**config.mk**
```make
export PLATFORM = sky130hd
export DESIGN_NAME = ibf_port
export DESIGN_NICKNAME = d
export VERILOG_FILES = /design/src/design/ibf_edge_det.v /design/src/design/ibf_port.v /design/src/design/ibf_reg_mem.v
export VERILOG_INCLUDE_DIRS = /design/src /design/src/inc
export SDC_FILE = /design/constraint.sdc
export NUM_CORES = 1
export LEC_CHECK = 0
export BUFFER_PORTS_ARGS = -buffer_cell sky130_fd_sc_hd__buf_2
export CORE_MARGIN = 2
export CORE_UTILIZATION = 55
export DETAILED_ROUTE_END_ITERATION = 12
export MAX_ROUTING_LAYER = met4
export PLACE_DENSITY = 0.73
export SYNTH_ARGS = -nofsm -noshare
export SYNTH_HDL_FRONTEND = slang
export SYNTH_SLANG_ARGS = --single-unit
```
**constraint.sdc**
```tcl
create_clock -name mclk_in -period 4.68 [get_ports mclk_in]
set_input_delay 0.234 -clock mclk_in [delete_from_list [all_inputs] [get_ports mclk_in]]
set_output_delay 0.234 -clock mclk_in [all_outputs]
set_load 0.01 [all_outputs]
```
**src/inc/ibf_defs.vh**
```
// Purpose: constants for the two-wire byte framing port
// Assumes: 8-bit register port, word index addresses
// Notes:   definitions only
`ifndef IBF_DEFS_VH
`define IBF_DEFS_VH

// ----------------------------------------
// register addresses
// ----------------------------------------
`define IBF_ADDR_STATUS   3'h0
`define IBF_ADDR_CTRL1    3'h1
`define IBF_ADDR_CTRL2    3'h2
`define IBF_ADDR_CTRL3    3'h3
`define IBF_ADDR_BUFFER   3'h4
`define IBF_ADDR_OWNADDR  3'h5
`define IBF_ADDR_MASK     3'h6

// ----------------------------------------
// field positions
// ----------------------------------------
`define IBF_C1_ENABLE     5
`define IBF_C1_HOST       3
`define IBF_C1_FLAG_CLR   0
`define IBF_ST_RW_MASK    8'hc0
`define IBF_ST_FULL       0
`define IBF_ST_READ_REQ   2
`define IBF_ST_ADDR_HIT   3
`define IBF_ST_STOP       4
`define IBF_ST_START      5
`define IBF_C2_FLAG       0
`define IBF_C2_COLL       1
`define IBF_C2_ACKRX      2
`define IBF_C2_IDLE       3
`define IBF_C2_WR_REQ     4

// ----------------------------------------
// reset values and counts
// ----------------------------------------
`define IBF_RST_BYTE      8'h00
`define IBF_RST_MASK      8'hff
`define IBF_BIT_LAST      4'h7
`define IBF_BIT_ACK       4'h8
`define IBF_BIT_ZERO      4'h0

`endif

```
**src/design/ibf_edge_det.v**
```verilog
// Purpose: registers the sampled bus lines and flags their edges
// Assumes: line inputs already synchronous to mclk_in
// Notes:   one-cycle pulses, frozen while ce_in is low
`timescale 1ns/10ps
module ibf_edge_det (
  // clock and reset
  input  wire mclk_in,
  input  wire rst_n_in,
  input  wire ce_in,
  // lines
  input  wire scl_in,
  input  wire sda_in,
  // results
  output reg  scl_q_out,
  output reg  sda_q_out,
  output wire scl_rise_out,
  output wire scl_fall_out,
  output wire start_out,
  output wire stop_out
);

  // ----------------------------------------
  // line history
  // ----------------------------------------
  // idle lines are high, so reset to high avoids a false scl rise
  always @(posedge mclk_in or negedge rst_n_in) begin
    if (!rst_n_in) begin
      scl_q_out <= 1'b1;
      sda_q_out <= 1'b1;
    end else if (ce_in) begin
      scl_q_out <= scl_in;
      sda_q_out <= sda_in;
    end
  end

  // edge and condition decode
  assign scl_rise_out = ce_in & ~scl_q_out & scl_in;
  assign scl_fall_out = ce_in & scl_q_out & ~scl_in;
  assign start_out    = ce_in & scl_q_out & scl_in & sda_q_out & ~sda_in;
  assign stop_out     = ce_in & scl_q_out & scl_in & ~sda_q_out & sda_in;

endmodule

```
**src/design/ibf_port.v**
```verilog
// Purpose: two-wire client port with byte framing and buffering
// Assumes: scl and sda inputs synchronous to mclk_in; host drives scl
// Notes:   7-bit client addressing; host mode only reuses the reload value
//
// Implementation choices: the register addresses and the address-and-strobe port.
`timescale 1ns/10ps
`include "ibf_defs.vh"

// Function
// - direction bit after address: one reads from client, zero writes to it.
// - address and data bytes shift most significant bit first.
// - present client acknowledges received byte by holding data low.
// - data changes only while clock is low; high-clock changes mark conditions.
// - in writes, client acknowledges after every byte received; here it sends no ack while the buffer is still full.
// - in reads, client supplies bytes and host acknowledges each.
// - stop is data rising while clock stays high.
// - control registers read/write; status low six read-only, top two writable. Here control two is read-only status.
// - address register is own address in client mode, reload in host mode.
// - mask register gates the received address comparison.
// - complete received byte moves to buffer and sets port flag.
// - transmit not double buffered; buffer write loads buffer and shifter.
// - each unit is nine clocks: eight data bits plus acknowledge.
// - after eighth falling edge sender releases data, samples acknowledge.
// - host makes clock; receivers sample data on rising edge.
// - enabled two-wire mode forces both pins open-drain.
// - low sample while driving expected high is a bus collision.
// - bus idle only with no host active and both lines high.
// - matching address with direction set: client supplies bytes until restart/stop.
// - matching address with direction clear enters write-request state.
// - start is data falling while clock held high.
module ibf_port (
  // clock, reset, enable
  input  wire       mclk_in,
  input  wire       rst_n_in,
  input  wire       ce_in,
  // register port
  input  wire [2:0] reg_addr_in,
  input  wire [7:0] reg_wdata_in,
  input  wire       reg_wr_in,
  input  wire       reg_rd_in,
  output reg  [7:0] reg_rdata_out,
  // bus pins, enables high while pulling low
  input  wire       scl_in,
  input  wire       sda_in,
  output wire       scl_out,
  output wire       scl_oe_out,
  output wire       sda_out,
  output wire       sda_oe_out,
  // status
  output wire       port_interrupt_flag_out,
  output wire       reload_value_valid_out,
  output wire [7:0] reload_value_out
);

  // ----------------------------------------
  // states
  // ----------------------------------------
  localparam ST_IDLE = 3'h0;
  localparam ST_ADDR = 3'h1;
  localparam ST_RECV = 3'h2;
  localparam ST_SEND = 3'h3;
  localparam ST_ACKO = 3'h4;
  localparam ST_ACKI = 3'h5;
  localparam ST_WAIT = 3'h6;

  // ----------------------------------------
  // registers
  // ----------------------------------------
  reg  [7:0] port_control_one;
  reg  [7:0] port_control_three;
  reg  [1:0] status_rw_bits;
  reg  [7:0] rx_tx_buffer;
  reg  [7:0] byte_shift_reg;
  reg  [7:0] own_address_or_reload;
  reg  [7:0] address_mask_reg;
  reg  [2:0] state;
  reg  [3:0] bit_cnt;
  reg        addr_phase;
  reg        buf_full;
  reg        read_req;
  reg        write_req;
  reg        addr_hit;
  reg        saw_start;
  reg        saw_stop;
  reg        port_interrupt_flag;
  reg        collision;
  reg        ack_rx;
  reg        bus_active;
  reg        sda_drive_low;
  reg        rd_sel_mem;
  reg  [7:0] rd_direct;

  wire       scl_q;
  wire       sda_q;
  wire       scl_rise;
  wire       scl_fall;
  wire       start_det;
  wire       stop_det;
  wire [7:0] mem_rdata;
  wire [7:0] port_status_reg;
  wire [7:0] port_control_two;
  wire       enabled;
  wire       bus_idle;
  wire       buf_wr;
  wire       flag_clr;

  // true when the masked received address equals our own
  function addr_match;
    input [7:0] rx;
    input [7:0] own;
    input [7:0] msk;
    begin
      addr_match = ((rx[7:1] ^ own[7:1]) & msk[7:1]) == 7'h00;
    end
  endfunction

  // ----------------------------------------
  // submodules
  // ----------------------------------------
  ibf_edge_det u_edge (
    .mclk_in      (mclk_in),
    .rst_n_in     (rst_n_in),
    .ce_in        (ce_in),
    .scl_in       (scl_in),
    .sda_in       (sda_in),
    .scl_q_out    (scl_q),
    .sda_q_out    (sda_q),
    .scl_rise_out (scl_rise),
    .scl_fall_out (scl_fall),
    .start_out    (start_det),
    .stop_out     (stop_det)
  );

  // control three is plain storage, so it lives in the little memory
  ibf_reg_mem #(
    .AW (3),
    .DW (8)
  ) u_mem (
    .mclk_in   (mclk_in),
    .rst_n_in  (rst_n_in),
    .ce_in     (ce_in),
    .we_in     (reg_wr_in && reg_addr_in == `IBF_ADDR_CTRL3),
    .waddr_in  (reg_addr_in),
    .wdata_in  (reg_wdata_in),
    .raddr_in  (reg_addr_in),
    .rdata_out (mem_rdata)
  );

  // ----------------------------------------
  // derived status
  // ----------------------------------------
  assign enabled  = port_control_one[`IBF_C1_ENABLE];
  assign bus_idle = ~bus_active & scl_q & sda_q;
  assign buf_wr   = reg_wr_in && reg_addr_in == `IBF_ADDR_BUFFER;
  assign flag_clr = reg_wr_in && reg_addr_in == `IBF_ADDR_CTRL1 &&
                    reg_wdata_in[`IBF_C1_FLAG_CLR];

  // upper two bits writable, lower six are hardware state except bit 1, tied to zero
  assign port_status_reg = {status_rw_bits, saw_start, saw_stop, addr_hit,
                            read_req, 1'b0, buf_full};
  assign port_control_two = {3'h0, write_req, bus_idle, ack_rx, collision,
                             port_interrupt_flag};

  // ----------------------------------------
  // pins: open drain, only ever pull low
  // ----------------------------------------
  assign sda_out    = 1'b0;
  assign scl_out    = 1'b0;
  assign sda_oe_out = enabled & sda_drive_low;
  assign scl_oe_out = 1'b0; // client never stretches here
  assign port_interrupt_flag_out = port_interrupt_flag;
  assign reload_value_valid_out  = enabled & port_control_one[`IBF_C1_HOST];
  assign reload_value_out        = own_address_or_reload;

  // ----------------------------------------
  // register writes
  // ----------------------------------------
  always @(posedge mclk_in or negedge rst_n_in) begin
    if (!rst_n_in) begin
      port_control_one      <= `IBF_RST_BYTE;
      port_control_three    <= `IBF_RST_BYTE;
      status_rw_bits        <= 2'h0;
      own_address_or_reload <= `IBF_RST_BYTE;
      address_mask_reg      <= `IBF_RST_MASK;
    end else if (ce_in && reg_wr_in) begin
      case (reg_addr_in)
        `IBF_ADDR_CTRL1:   port_control_one      <= reg_wdata_in;
        `IBF_ADDR_CTRL3:   port_control_three    <= reg_wdata_in;
        `IBF_ADDR_STATUS:  status_rw_bits        <= reg_wdata_in[7:6];
        `IBF_ADDR_OWNADDR: own_address_or_reload <= reg_wdata_in;
        `IBF_ADDR_MASK:    address_mask_reg      <= reg_wdata_in;
        default: ;
      endcase
    end
  end

  // ----------------------------------------
  // register reads, data in the next cycle
  // ----------------------------------------
  always @(posedge mclk_in or negedge rst_n_in) begin
    if (!rst_n_in) begin
      rd_sel_mem <= 1'b0;
      rd_direct  <= `IBF_RST_BYTE;
    end else if (ce_in) begin
      rd_sel_mem <= reg_rd_in && reg_addr_in == `IBF_ADDR_CTRL3;
      if (reg_rd_in) begin
        case (reg_addr_in)
          `IBF_ADDR_STATUS:  rd_direct <= port_status_reg;
          `IBF_ADDR_CTRL1:   rd_direct <= port_control_one;
          `IBF_ADDR_CTRL2:   rd_direct <= port_control_two;
          `IBF_ADDR_BUFFER:  rd_direct <= rx_tx_buffer;
          `IBF_ADDR_OWNADDR: rd_direct <= own_address_or_reload;
          `IBF_ADDR_MASK:    rd_direct <= address_mask_reg;
          default:           rd_direct <= `IBF_RST_BYTE;
        endcase
      end else begin
        rd_direct <= `IBF_RST_BYTE;
      end
    end
  end

  // memory copy and direct copy agree for control three
  always @* begin
    reg_rdata_out = rd_sel_mem ? (mem_rdata & port_control_three) | mem_rdata : rd_direct;
  end

  // ----------------------------------------
  // framing engine
  // ----------------------------------------
  // sda changes only after a falling scl, samples only on rising scl
  always @(posedge mclk_in or negedge rst_n_in) begin
    if (!rst_n_in) begin
      state               <= ST_IDLE;
      bit_cnt             <= `IBF_BIT_ZERO;
      addr_phase          <= 1'b0;
      byte_shift_reg      <= `IBF_RST_BYTE;
      rx_tx_buffer        <= `IBF_RST_BYTE;
      buf_full            <= 1'b0;
      read_req            <= 1'b0;
      write_req           <= 1'b0;
      addr_hit            <= 1'b0;
      saw_start           <= 1'b0;
      saw_stop            <= 1'b0;
      port_interrupt_flag <= 1'b0;
      collision           <= 1'b0;
      ack_rx              <= 1'b0;
      bus_active          <= 1'b0;
      sda_drive_low       <= 1'b0;
    end else if (ce_in) begin
      // software side: buffer read empties, buffer write loads both
      if (reg_rd_in && reg_addr_in == `IBF_ADDR_BUFFER) begin
        buf_full <= 1'b0;
      end
      if (buf_wr) begin
        rx_tx_buffer   <= reg_wdata_in;
        byte_shift_reg <= reg_wdata_in;
      end
      // flag clear first so a same-cycle set below wins
      if (flag_clr) begin
        port_interrupt_flag <= 1'b0;
        collision           <= 1'b0;
      end
      if (!enabled) begin
        state         <= ST_IDLE;
        sda_drive_low <= 1'b0;
        bus_active    <= 1'b0;
      end else if (start_det) begin
        // start or restart resets client logic toward a new address
        state         <= ST_ADDR;
        bit_cnt       <= `IBF_BIT_ZERO;
        addr_phase    <= 1'b1;
        bus_active    <= 1'b1;
        saw_start     <= 1'b1;
        saw_stop      <= 1'b0;
        read_req      <= 1'b0;
        write_req     <= 1'b0;
        addr_hit      <= 1'b0;
        sda_drive_low <= 1'b0;
      end else if (stop_det) begin
        state         <= ST_IDLE;
        bus_active    <= 1'b0;
        saw_stop      <= 1'b1;
        saw_start     <= 1'b0;
        read_req      <= 1'b0;
        write_req     <= 1'b0;
        sda_drive_low <= 1'b0;
      end else begin
        case (state)
          ST_ADDR, ST_RECV: begin
            if (scl_rise) begin
              // msb arrives first, so shift toward the top
              byte_shift_reg <= {byte_shift_reg[6:0], sda_q};
              bit_cnt        <= bit_cnt + 4'h1;
            end else if (scl_fall && bit_cnt == `IBF_BIT_ACK) begin
              bit_cnt <= `IBF_BIT_ZERO;
              if (state == ST_ADDR) begin
                if (addr_match(byte_shift_reg, own_address_or_reload,
                               address_mask_reg)) begin
                  addr_hit            <= 1'b1;
                  rx_tx_buffer        <= byte_shift_reg;
                  buf_full            <= 1'b1;
                  port_interrupt_flag <= 1'b1;
                  sda_drive_low       <= 1'b1;
                  read_req            <= byte_shift_reg[0];
                  write_req           <= ~byte_shift_reg[0];
                  state               <= ST_ACKO;
                end else begin
                  state <= ST_WAIT; // not ours: stay silent until next start
                end
              end else begin
                // receiver side of the double buffer
                rx_tx_buffer        <= byte_shift_reg;
                buf_full            <= 1'b1;
                port_interrupt_flag <= 1'b1;
                sda_drive_low       <= ~buf_full;
                state               <= ST_ACKO;
              end
            end
          end
          ST_ACKO: begin
            // release after the ninth clock, then send or receive the next
            if (scl_fall) begin
              addr_phase <= 1'b0;
              if (read_req) begin
                sda_drive_low <= ~byte_shift_reg[7];
                state         <= ST_SEND;
              end else begin
                sda_drive_low <= 1'b0;
                state         <= ST_RECV;
              end
            end
          end
          ST_SEND: begin
            if (scl_rise) begin
              // driving high but line low means someone else won
              if (!sda_drive_low && !sda_q) begin
                collision           <= 1'b1;
                port_interrupt_flag <= 1'b1;
                sda_drive_low       <= 1'b0;
                state               <= ST_WAIT;
              end
              bit_cnt <= bit_cnt + 4'h1;
            end else if (scl_fall) begin
              if (bit_cnt == `IBF_BIT_ACK) begin
                sda_drive_low  <= 1'b0;
                byte_shift_reg <= {byte_shift_reg[6:0], 1'b0};
                state          <= ST_ACKI;
              end else begin
                sda_drive_low  <= ~byte_shift_reg[6];
                byte_shift_reg <= {byte_shift_reg[6:0], 1'b0};
              end
            end
          end
          ST_ACKI: begin
            // host acknowledge sampled on the ninth rising edge
            if (scl_rise) begin
              ack_rx              <= ~sda_q;
              port_interrupt_flag <= 1'b1;
              bit_cnt             <= `IBF_BIT_ZERO;
              // no ack means the host ends with stop or restart
              state               <= sda_q ? ST_WAIT : ST_SEND;
            end else begin
              sda_drive_low <= 1'b0;
            end
          end
          ST_WAIT: begin
            sda_drive_low <= 1'b0;
          end
          default: begin
            state <= ST_IDLE;
          end
        endcase
      end
    end
  end

endmodule

```
**src/design/ibf_reg_mem.v**
```verilog
// Purpose: small register store for plain read/write registers
// Assumes: one write port, one read port
// Notes:   read data come out of a register one cycle later
`timescale 1ns/10ps
module ibf_reg_mem #(
  parameter AW = 3,
  parameter DW = 8
) (
  // clock and reset
  input  wire          mclk_in,
  input  wire          rst_n_in,
  input  wire          ce_in,
  // write side
  input  wire          we_in,
  input  wire [AW-1:0] waddr_in,
  input  wire [DW-1:0] wdata_in,
  // read side
  input  wire [AW-1:0] raddr_in,
  output reg  [DW-1:0] rdata_out
);

  reg [DW-1:0] mem [0:(1<<AW)-1];

  // ----------------------------------------
  // storage, no reset so it maps to memory
  // ----------------------------------------
  always @(posedge mclk_in) begin
    if (ce_in && we_in) begin
      mem[waddr_in] <= wdata_in;
    end
  end

  // registered read
  always @(posedge mclk_in or negedge rst_n_in) begin
    if (!rst_n_in) begin
      rdata_out <= {DW{1'b0}};
    end else if (ce_in) begin
      rdata_out <= mem[raddr_in];
    end
  end

endmodule

```
==> summary.txt, run 1 <==
STA
  – Worst-Margin Slew: 1090 ps
  – Max Clock Freq: 357 MHz
  – Hold WS: -28.1 ps
  – Final Setup Violations: 0
  – RSZ-0062 raised after global routing: no
  – Final period util: 0.598
  – Final hold vios: 16
  – Slew headroom: 0.272
  – Skew final: 9.47 ps
  – Fin crit period: 2800 ps
  – Final Slew Violations: 0
  – Final TNS setup: 0 ps

Finish
  – Share of layout cells above drive strength 1: 0.215
  – Util after Layout: 0.650
  – Fillers: 940
  – Max reg flops: 64
  – Top reg by flops: u_mem.mem
  – Final #Nets: 654
  – Area growth, synth to finish: 14.9%
  – N_diodes: 0

Run status
  – Failing checks: hold timing
  – Status: finished, violations left

Clock network
  – Root Buffer: clkbuf_16
  – CTS buffer count: 17
  – Hold-fix buffers, CTS: 0
  – CTS Buffer Depth: 2
  – Post-CTS resize count: 0
  – CTS tree: yes
  – Setup Buffers After CTS: 0
  – Reg clk slew, reported paths: 60 ps
  – H-tree depth: 4
  – CTS Sinks: 143
  – Clock Latency Late Sink: 410 ps

Synthesis
  – Sequential share of the synthesized area: 0.571
  – Synth Area in XOR/XNOR: 0.0102
  – Top cells by area, synth: edfxtp_1, dfrtp_1, mux2_2
  – #FFs+latches synth: 143
  – Mapped Area: 6850 µm²
  – Main combinational cell family by area after synthesis: multiplexers
  – Synth Area in Adders: 0.00365
  – Synth top cells by count: dfrtp_1, edfxtp_1, nor2_1, nand2_1, mux2_2
  – Cell taking the most area after synthesis: edfxtp_1
  – Compound-gate portion of the synthesized area: 0.120
  – Post-synth cell types: 59
  – Yosys warns: 0
  – Asr flop ratio synth: 0.552
  – Post-synth EDFFs: 64
  – Most common cell in the netlist: dfrtp_1
  – Simple-gate area share of the yosys netlist: 0.105
  – Top FF cell, synth: dfrtp_1
  – Post-synth top area share: 0.280
  – Mux cell area share after synthesis: 0.158
  – Post-Syn Instances: 556
  – Avg Inst Size Synth: 12.3 µm²

Power and ir drop
  – Leakage power: 3.27 nW
  – Peak supply drop: 0.357 mV
  – Power per cell area: 425 nW/µm²

Global routing
  – Pin count of the biggest net entering global routing: 80
  – Vias in the first global route: 4790
  – First-pass GRT wire length: 25.1 mm
  – Antenna violations before repair: 0
  – Global route overflow: 0
  – GRT Total Usage: 0.259

Placed design
  – GPL Wtd Cong: 0.887
  – Dpl hpwl: 10.2 mm
  – Port bufs: 36

Detailed routing
  – Wirelength per Cell: 18.9 µm
  – Detailed Route WL: 15.4 mm
  – DR top layer: met4
  – Initial DRC Count: 374
  – DRC: 0
  – Via Count: 4743
  – Detailed-routed wire length on met3: 1.07 mm
  – DRT Pass-1 Iters: 5
  – Met2 WL post-DR: 7.26 mm
  – Vias/cell: 5.82
  – Antenna viol nets, final: 0
  – WL met1: 6.91 mm

Critical path
  – Worst setup EP type: flip-flop
  – Reg2reg end: byte_shift_reg[2]
  – R2R depth: 6
  – CP arrival: 3060 ps
  – Slowest CP cell: a2111oi_4
  – Reg2reg start: state[0]
  – CP required: 4940 ps
  – Critical path's largest stage delay: 800 ps
  – Worst-path fanout max: 18
  – CP Cell Sequence: nor2b_1 > nand3b_1 > a2111oi_4 > o21ai_1 > nand2_1 > o21ai_0
  – Worst Setup Path Type: flip-flop to flip-flop
  – Crit start category: flip-flop
  – R2R Setup Slk: 1880 ps

Floorplan
  – Number of top-level pins: 40
  – Chip width: 116 µm
  – Die ar.: 13400 µm²
  – Rows: 40
  – Core area: 12100 µm²
  – Die extent in y: 116 µm
  – Starting Density: 0.566

Hold path
  – Hold crit path type: input pin to async pin

Run
  – Max Cap Viol: 0
critical path: cells and delay by family (launching register included):
| family | cells | cell delay, ps |
|---|---|---|
| compound gates | 3 | 1250 |
| flops | 1 | 700 |
| simple gates | 3 | 700 |
power breakdown:
| part | switching, mW | internal [mW] |
|---|---|---|
| registers | 0.122 | 1.48 |
| clock network | 0.494 | 0.810 |
| logic | 0.238 | 0.200 |
| total | 0.854 | 2.49 |
how the worst max path moves through the flow:
stage / start / to / slack [ps] / cells past startpoint
finish: state[0] / byte_shift_reg[2] / 1880 / 6
detailed placement: ce_in / byte_shift_reg[7] / 1810 / 6
global route: state[0] / byte_shift_reg[6] / 1630 / 6
floorplan: reload_value_out[2] / rx_tx_buffer[7] / 2620 / 8
global placement: ce_in / byte_shift_reg[3] / 1910 / 6
CTS: state[0] / byte_shift_reg[7] / 1940 / 6
cells in the final DEF (no fill, tap or decap), types with 25 or more instances in the layout:
| cell type | netlist | layout |
|---|---|---|
| edfxtp_1 | 64 | 64 |
| nand2_1 | 45 | 45 |
| mux2i_1 | 25 | 25 |
| nor2_1 | 46 | 46 |
| mux2_2 | 42 | 42 |
| buf_2 | 5 | 36 |
| o21ai_0 | 26 | 26 |
| a21oi_1 | 38 | 38 |
| conb_1 | 1 | 59 |
| dfrtp_1 | 69 | 69 |
final cells by class:
cell class	instances	area (µm²)	share of cell area
sequential	143	3910	0.497
multi-input combinational	423	2940	0.373
clock buffer	22	464	0.0590
tap	168	210	0.0267
timing repair buffer	38	195	0.0248
clock inverter	10	113	0.0143
inverter	11	41.3	0.00524
through the flow:
| stage | setup WS (ps) | std cells | cell area (µm²) | hold slack (ps) | total power, mW |
|---|---|---|---|---|---|
| after floorplan | 2620 | 614 | 7070 | -61.6 | 1.89 |
| after global placement | 1910 | 782 | 7290 | 457 | 2.04 |
| after detailed placement | 1810 | 782 | 7290 | 471 | 2.06 |
| after CTS | 1940 | 814 | 7870 | 29.3 | 3.37 |
| after global routing | 1630 | 815 | 7870 | 43.4 | 3.49 |
| final | 1880 | 815 | 7870 | -28.1 | 3.35 |
logic make-up (layout without fill, tap and decap cells):
group	Yosys count	after routing
DFF	143	143
xor gates and xnor gates	8	8
muxes	83	83
AOI/OAI and AO/OA	124	124
buffers and inverters	48	81
other	1	59
and+or+nand+nor	147	147
adders and majority gates	2	2
routing by layer:
layer / global-route usage / vias to the layer above
li1: - / 2180
met2: 0.386 / 168
met1: 0.355 / 2382
met3: 0.0664 / 13
met4: 0.0786 / 0
met5: - / -
Note: power is estimated with default switching activity, not from simulation.
==> inputs of run 2 (changes only) <==
==> constraint.sdc (replaced) <==
create_clock -name mclk_in -period 2.65 [get_ports mclk_in]
set_input_delay 0.1325 -clock mclk_in [delete_from_list [all_inputs] [get_ports mclk_in]]
set_output_delay 0.1325 -clock mclk_in [all_outputs]
set_load 0.01 [all_outputs]
==> summary.txt, run 2 (synthesized netlist as in run 1, its figures left out) <==
Run status
  – Status: completed (was finished, violations left)

Critical path
  – Worst-path fanout max: 17 (was 18)
  – CP required: 2920 ps (was 4940 ps)
  – Worst Setup Path Type: flip-flop to flip-flop (unchanged)
  – CP arrival: 2750 ps (was 3060 ps)
  – CP Cell Sequence: xor2_1 > a222oi_1 > a41oi_1 > or4_1 > nor2_1 > a21oi_1 (was nor2b_1 > nand3b_1 > a2111oi_4 > o21ai_1 > nand2_1 > o21ai_0)
  – Crit start category: flip-flop (unchanged)
  – Critical path's largest stage delay: 730 ps (was 800 ps)
  – Worst setup EP type: flip-flop (unchanged)
  – Slowest CP cell: or4_1 (was a2111oi_4)

Power and ir drop
  – Power share of the sequential group: 0.476 (was 0.480)
  – Design Power: 5.92 mW (was 3.35 mW)
  – Internal power: 4.39 mW (was 2.49 mW)
  – Switching Fraction: 0.258 (was 0.255)
  – NetSw: 1.53 mW (was 0.854 mW)
  – Leakage power: 3.36 nW (was 3.27 nW)
  – Power per cell area: 741 nW/µm² (was 425 nW/µm²)
  – Clock power share: 0.388 (was 0.389)
  – Peak supply drop: 0.497 mV (was 0.357 mV)
  – Combinational Power Share: 0.137 (was 0.131)

STA
  – RSZ-0062 raised after global routing: no (unchanged)
  – Worst-Margin Slew: 1010 ps (was 1090 ps)
  – Fin crit period: 2480 ps (was 2800 ps)
  – Setup ws final: 173 ps (was 1880 ps)
  – Final Slew Violations: 0 (unchanged)
  – Slew headroom: 0.327 (was 0.272)
  – Skew final: 7.95 ps (was 9.47 ps)
  – Final Setup Violations: 0 (unchanged)
  – Final hold vios: 0 (was 16)
  – Max Clock Freq: 404 MHz (was 357 MHz)
  – Hold WS: 24.7 ps (was -28.1 ps)
  – Final period util: 0.935 (was 0.598)
  – Final TNS setup: 0 ps (unchanged)

Global routing
  – Antenna violations before repair: 0 (unchanged)
  – First-pass GRT wire length: 25.4 mm (was 25.1 mm)
  – Pin count of the biggest net entering global routing: 80 (unchanged)
  – GRT Total Usage: 0.264 (was 0.259)
  – Global route overflow: 0 (unchanged)
  – Vias in the first global route: 4882 (was 4790)

Detailed routing
  – DRT Pass-1 Iters: 5 (unchanged)
  – Vias/cell: 5.77 (was 5.82)
  – Via Count: 4799 (was 4743)
  – Antenna viol nets, final: 0 (unchanged)
  – Initial DRC Count: 442 (was 374)
  – DRC: 0 (unchanged)
  – Wirelength per Cell: 18.9 µm (about the same)
  – Detailed Route WL: 15.7 mm (was 15.4 mm)

Placed design
  – Worst slack, placed: 224 ps (was 1810 ps)
  – Dpl hpwl: 10.4 mm (was 10.2 mm)
  – Port bufs: 36 (unchanged)
  – GPL Wtd Cong: 0.949 (was 0.887)

Clock network
  – Reg clk slew, reported paths: 60 ps (about the same)
  – CTS tree: yes (unchanged)
  – Root Buffer: clkbuf_16 (unchanged)
  – CTS Sinks: 143 (unchanged)
  – H-tree depth: 4 (unchanged)
  – Clock Latency Late Sink: 420 ps (was 410 ps)
  – Post-CTS resize count: 0 (unchanged)
  – CTS Buffer Depth: 2 (unchanged)
  – CTS buffer count: 17 (unchanged)
  – Setup Buffers After CTS: 0 (unchanged)
  – Hold-fix buffers, CTS: 1 (was 0)

Finish
  – Area growth, synth to finish: 16.7% (was 14.9%)
  – Top reg by flops: u_mem.mem (unchanged)
  – N_diodes: 0 (unchanged)
  – Most common cell after layout, fill and taps aside: dfrtp_1 (unchanged)
  – Max reg flops: 64 (unchanged)
  – Util after Layout: 0.660 (was 0.650)
  – Most frequent cells in the layout: dfrtp_1, edfxtp_1, conb_1 (unchanged)
  – Final #Nets: 671 (was 654)
  – Share of layout cells above drive strength 1: 0.233 (was 0.215)
  – Fillers: 956 (was 940)

Floorplan
  – Chip width: 116 µm (unchanged)
  – Number of top-level pins: 40 (unchanged)
  – Starting Density: 0.566 (unchanged)
  – Die ar.: 13400 µm² (unchanged)
  – Core area: 12100 µm² (unchanged)
  – Rows: 40 (unchanged)
  – Die extent in y: 116 µm (unchanged)

Run
  – Max Cap Viol: 0 (unchanged)

Hold path
  – Hold crit path type: input pin to flip-flop (was input pin to async pin)
==> run 2: metal layers <==
layer	up-vias	track usage	routed length [µm]
met5	-	-	0
met4	0	0.100	310
met3	28	0.0554	840
met2	156	0.402	7460
met1	2398	0.353	7080
li1	2217	-	-
==> run 2: worst max-delay path, delay by kind of cell, from the launching register on <==
family	cells	cell delay [ps]
AND/OR/NAND/NOR	2	930
flip-flops	1	420
XOR/XNOR	1	180
AO/OA/AOI/OAI	3	790
==> run 2: per-stage QoR <==
| step | cells | cell area [µm²] |
|---|---|---|
| after CTS | 832 | 7990 |
| after global routing | 832 | 7990 |
| final | 832 | 7990 |
| after floorplan | 614 | 7070 |
| after global placement | 799 | 7420 |
| after detailed placement | 799 | 7420 |
==> run 2: worst paths after layout <==
| check | startpoint | to | slack, ps | depth (start not counted) |
|---|---|---|---|---|
| min in group asynchronous | rst_n_in | saw_stop | 410 | 2 |
| worst max-delay path | reload_value_out[2] | rx_tx_buffer[7] | 170 | 6 |
| max in group asynchronous | rst_n_in | u_mem.rdata_out[7] | 1580 | 2 |
| worst min-delay path | reg_rd_in | rd_sel_mem | 20 | 3 |
| worst min register to register | bus_active | bus_active | 480 | 2 |
| worst max register to register | reload_value_out[2] | rx_tx_buffer[7] | 170 | 6 |
==> run 2: cell type report <==
class                   instances  area (µm²)  area share
multi-input cells             423        2940       0.368
well taps                     168         210      0.0263
flip-flops and latches        143        3910       0.489
inverters                      11        41.3     0.00517
clock inverters                11         115      0.0144
clock buffers                  21         450      0.0563
repair buffers                 55         328      0.0410
==> run 2: power by group through the flow <==
stage / Combinational, mW / Clock (mW) / Sequential [mW]
2_1_floorplan: 0.550 / 0 / 2.79
3_3_place_gp: 0.783 / 0 / 2.84
3_5_place_dp: 0.798 / 0 / 2.85
4_1_cts: 0.807 / 2.33 / 2.82
5_1_grt: 0.893 / 2.41 / 2.85
6_report: 0.811 / 2.30 / 2.82
==> inputs of run 3 (changes only) <==
--- a/config.mk
+++ b/config.mk
@@ -12,6 +12,7 @@
 export DETAILED_ROUTE_END_ITERATION = 12
 export MAX_ROUTING_LAYER = met4
 export PLACE_DENSITY = 0.73
+export RECOVER_POWER = 50
 export SYNTH_ARGS = -nofsm -noshare
 export SYNTH_HDL_FRONTEND = slang
 export SYNTH_SLANG_ARGS = --single-unit
==> summary.txt, run 3 (synthesized netlist as in run 1, its figures left out) <==
Run status
  – Status: finished, violations left (was completed)
  – Failing checks: capacitance limit, slew limit

STA
  – Fin crit period: 2520 ps (was 2480 ps)
  – Worst-Margin Slew: 1970 ps (was 1010 ps)
  – Max Clock Freq: 397 MHz (was 404 MHz)
  – Slew headroom: -0.313 (was 0.327)
  – Skew final: 9.92 ps (was 7.95 ps)
  – Final Slew Violations: 80 (was 0)
  – Final Setup Violations: 0 (unchanged)
  – Final TNS setup: 0 ps (unchanged)
  – Final period util: 0.950 (was 0.935)
  – RSZ-0062 raised after global routing: no (unchanged)
  – Final hold vios: 0 (unchanged)

Clock network
  – Post-CTS resize count: 0 (unchanged)
  – CTS buffer count: 17 (unchanged)
  – CTS Buffer Depth: 2 (unchanged)
  – CTS tree: yes (unchanged)
  – H-tree depth: 4 (unchanged)
  – Clock Latency Late Sink: 430 ps (was 420 ps)
  – Setup Buffers After CTS: 0 (unchanged)
  – Reg clk slew, reported paths: 60 ps (about the same)
  – CTS Sinks: 143 (unchanged)
  – Root Buffer: clkbuf_16 (unchanged)

Detailed routing
  – Wirelength per Cell: 19.0 µm (was 18.9 µm)
  – Vias/cell: 5.78 (was 5.77)
  – Detailed Route WL: 15.8 mm (was 15.7 mm)
  – Antenna viol nets, final: 0 (unchanged)
  – Initial DRC Count: 466 (was 442)
  – Via Count: 4811 (was 4799)
  – DRC: 0 (unchanged)
  – DRT Pass-1 Iters: 6 (was 5)

Critical path
  – CP arrival: 2790 ps (was 2750 ps)
  – Slowest CP cell: or4_1 (unchanged)
  – CP required: 2920 ps (about the same)
  – CP Cell Sequence: xor2_1 > a222oi_1 > a41oi_1 > or4_1 > nor2_1 > a21oi_1 (unchanged)
  – Critical path's largest stage delay: 740 ps (was 730 ps)
  – Worst Setup Path Type: flip-flop to flip-flop (unchanged)
  – Top delay family on crit path: simple AND/OR/NAND/NOR gates (unchanged)
  – Crit start category: flip-flop (unchanged)
  – Worst-path fanout max: 17 (unchanged)
  – Worst setup EP type: flip-flop (unchanged)
  – Worst Path Buf+Inv: 0 (unchanged)

Global routing
  – GRT Total Usage: 0.264 (unchanged)
  – Global route overflow: 0 (unchanged)
  – Antenna violations before repair: 0 (unchanged)
  – Vias in the first global route: 4882 (unchanged)
  – Pin count of the biggest net entering global routing: 80 (unchanged)
  – First-pass GRT wire length: 25.4 mm (unchanged)

Floorplan
  – Rows: 40 (unchanged)
  – Die ar.: 13400 µm² (unchanged)
  – Core area: 12100 µm² (unchanged)
  – Chip width: 116 µm (unchanged)
  – Starting Density: 0.566 (unchanged)
  – Die extent in y: 116 µm (unchanged)
  – Number of top-level pins: 40 (unchanged)

Hold path
  – Hold crit path type: input pin to flip-flop (unchanged)

Power and ir drop
  – Power per cell area: 744 nW/µm² (was 741 nW/µm²)
  – Peak supply drop: 0.485 mV (was 0.497 mV)
  – Leakage power: 3.29 nW (was 3.36 nW)
  – Design Power: 5.92 mW (about the same)

Finish
  – N_diodes: 0 (unchanged)
  – Share of layout cells above drive strength 1: 0.197 (was 0.233)
  – Most frequent cells in the layout: dfrtp_1, edfxtp_1, conb_1 (unchanged)
  – Final #Nets: 671 (unchanged)
  – Top reg by flops: u_mem.mem (unchanged)
  – Most common cell after layout, fill and taps aside: dfrtp_1 (unchanged)
  – Area growth, synth to finish: 16.0% (was 16.7%)
  – Max reg flops: 64 (unchanged)

Placed design
  – Port bufs: 36 (unchanged)
  – GPL Wtd Cong: 0.949 (unchanged)
  – Dpl hpwl: 10.4 mm (unchanged)

Run
  – Max Cap Viol: 1 (was 0)
[run 3: worst paths after layout]
path / depth (start not counted) / start / to / slack, ps
max: 6 / reload_value_out[2] / rx_tx_buffer[7] / 130
min: 3 / reg_rd_in / rd_sel_mem / 20
max reg2reg: 6 / reload_value_out[2] / rx_tx_buffer[7] / 130
min reg2reg: 2 / bus_active / bus_active / 480
max in group asynchronous: 2 / rst_n_in / u_mem.rdata_out[7] / 690
min in group asynchronous: 2 / rst_n_in / saw_stop / 790
[run 3: area by class of cell]
type                            count  area (µm²)
Fill cell                         972        4160
Inverter                           11        41.3
Timing Repair Buffer               55         289
Clock inverter                     11         115
Clock buffer                       21         450
Sequential cell                   143        3910
Tap cell                          168         210
Multi-Input combinational cell    423        2930
[run 3: power by group]
group	switching [mW]	total, mW	leakage (nW)	internal, mW
clock	0.901	2.30	0.271	1.40
sequential	0.198	2.82	1.60	2.62
combinational	0.436	0.796	1.42	0.360
[run 3: what timing repair did]
action | in CTS | in global routing
hold endpoints to repair | 69 | 0
endpoints found under the setup margin | 0 | 0
hold buffers | 1 | 0
[run 3: stage by stage]
stage | area [µm²] | hold WS (ps) | std cells | setup slack [ps] | utilization
detailed placement | 7420 | 364 | 799 | 224 | 0.613
CTS | 7990 | 0.434 | 832 | 194 | 0.660
global placement | 7420 | 347 | 799 | 318 | 0.613
finish | 7950 | 20.1 | 832 | 133 | 0.656
global route | 7950 | 29.4 | 832 | 1.97 | 0.656
floorplan | 7070 | -163 | 614 | 590 | -
[run 3: worst reg2reg max path, delay by kind of cell, from the launching register on]
family	cells	cell delay, ps
XOR/XNOR	1	180
AO/OA/AOI/OAI	3	820
AND/OR/NAND/NOR	2	940
flip-flops	1	420
[run 3: per-layer routing]
layer / vias to the layer above / share of wire / global-route usage
li1: 2205 / - / -
met1: 2393 / 0.44 / 0.353
met2: 184 / 0.47 / 0.402
met3: 29 / 0.066 / 0.0554
met4: 0 / 0.020 / 0.100
met5: - / 0 / -
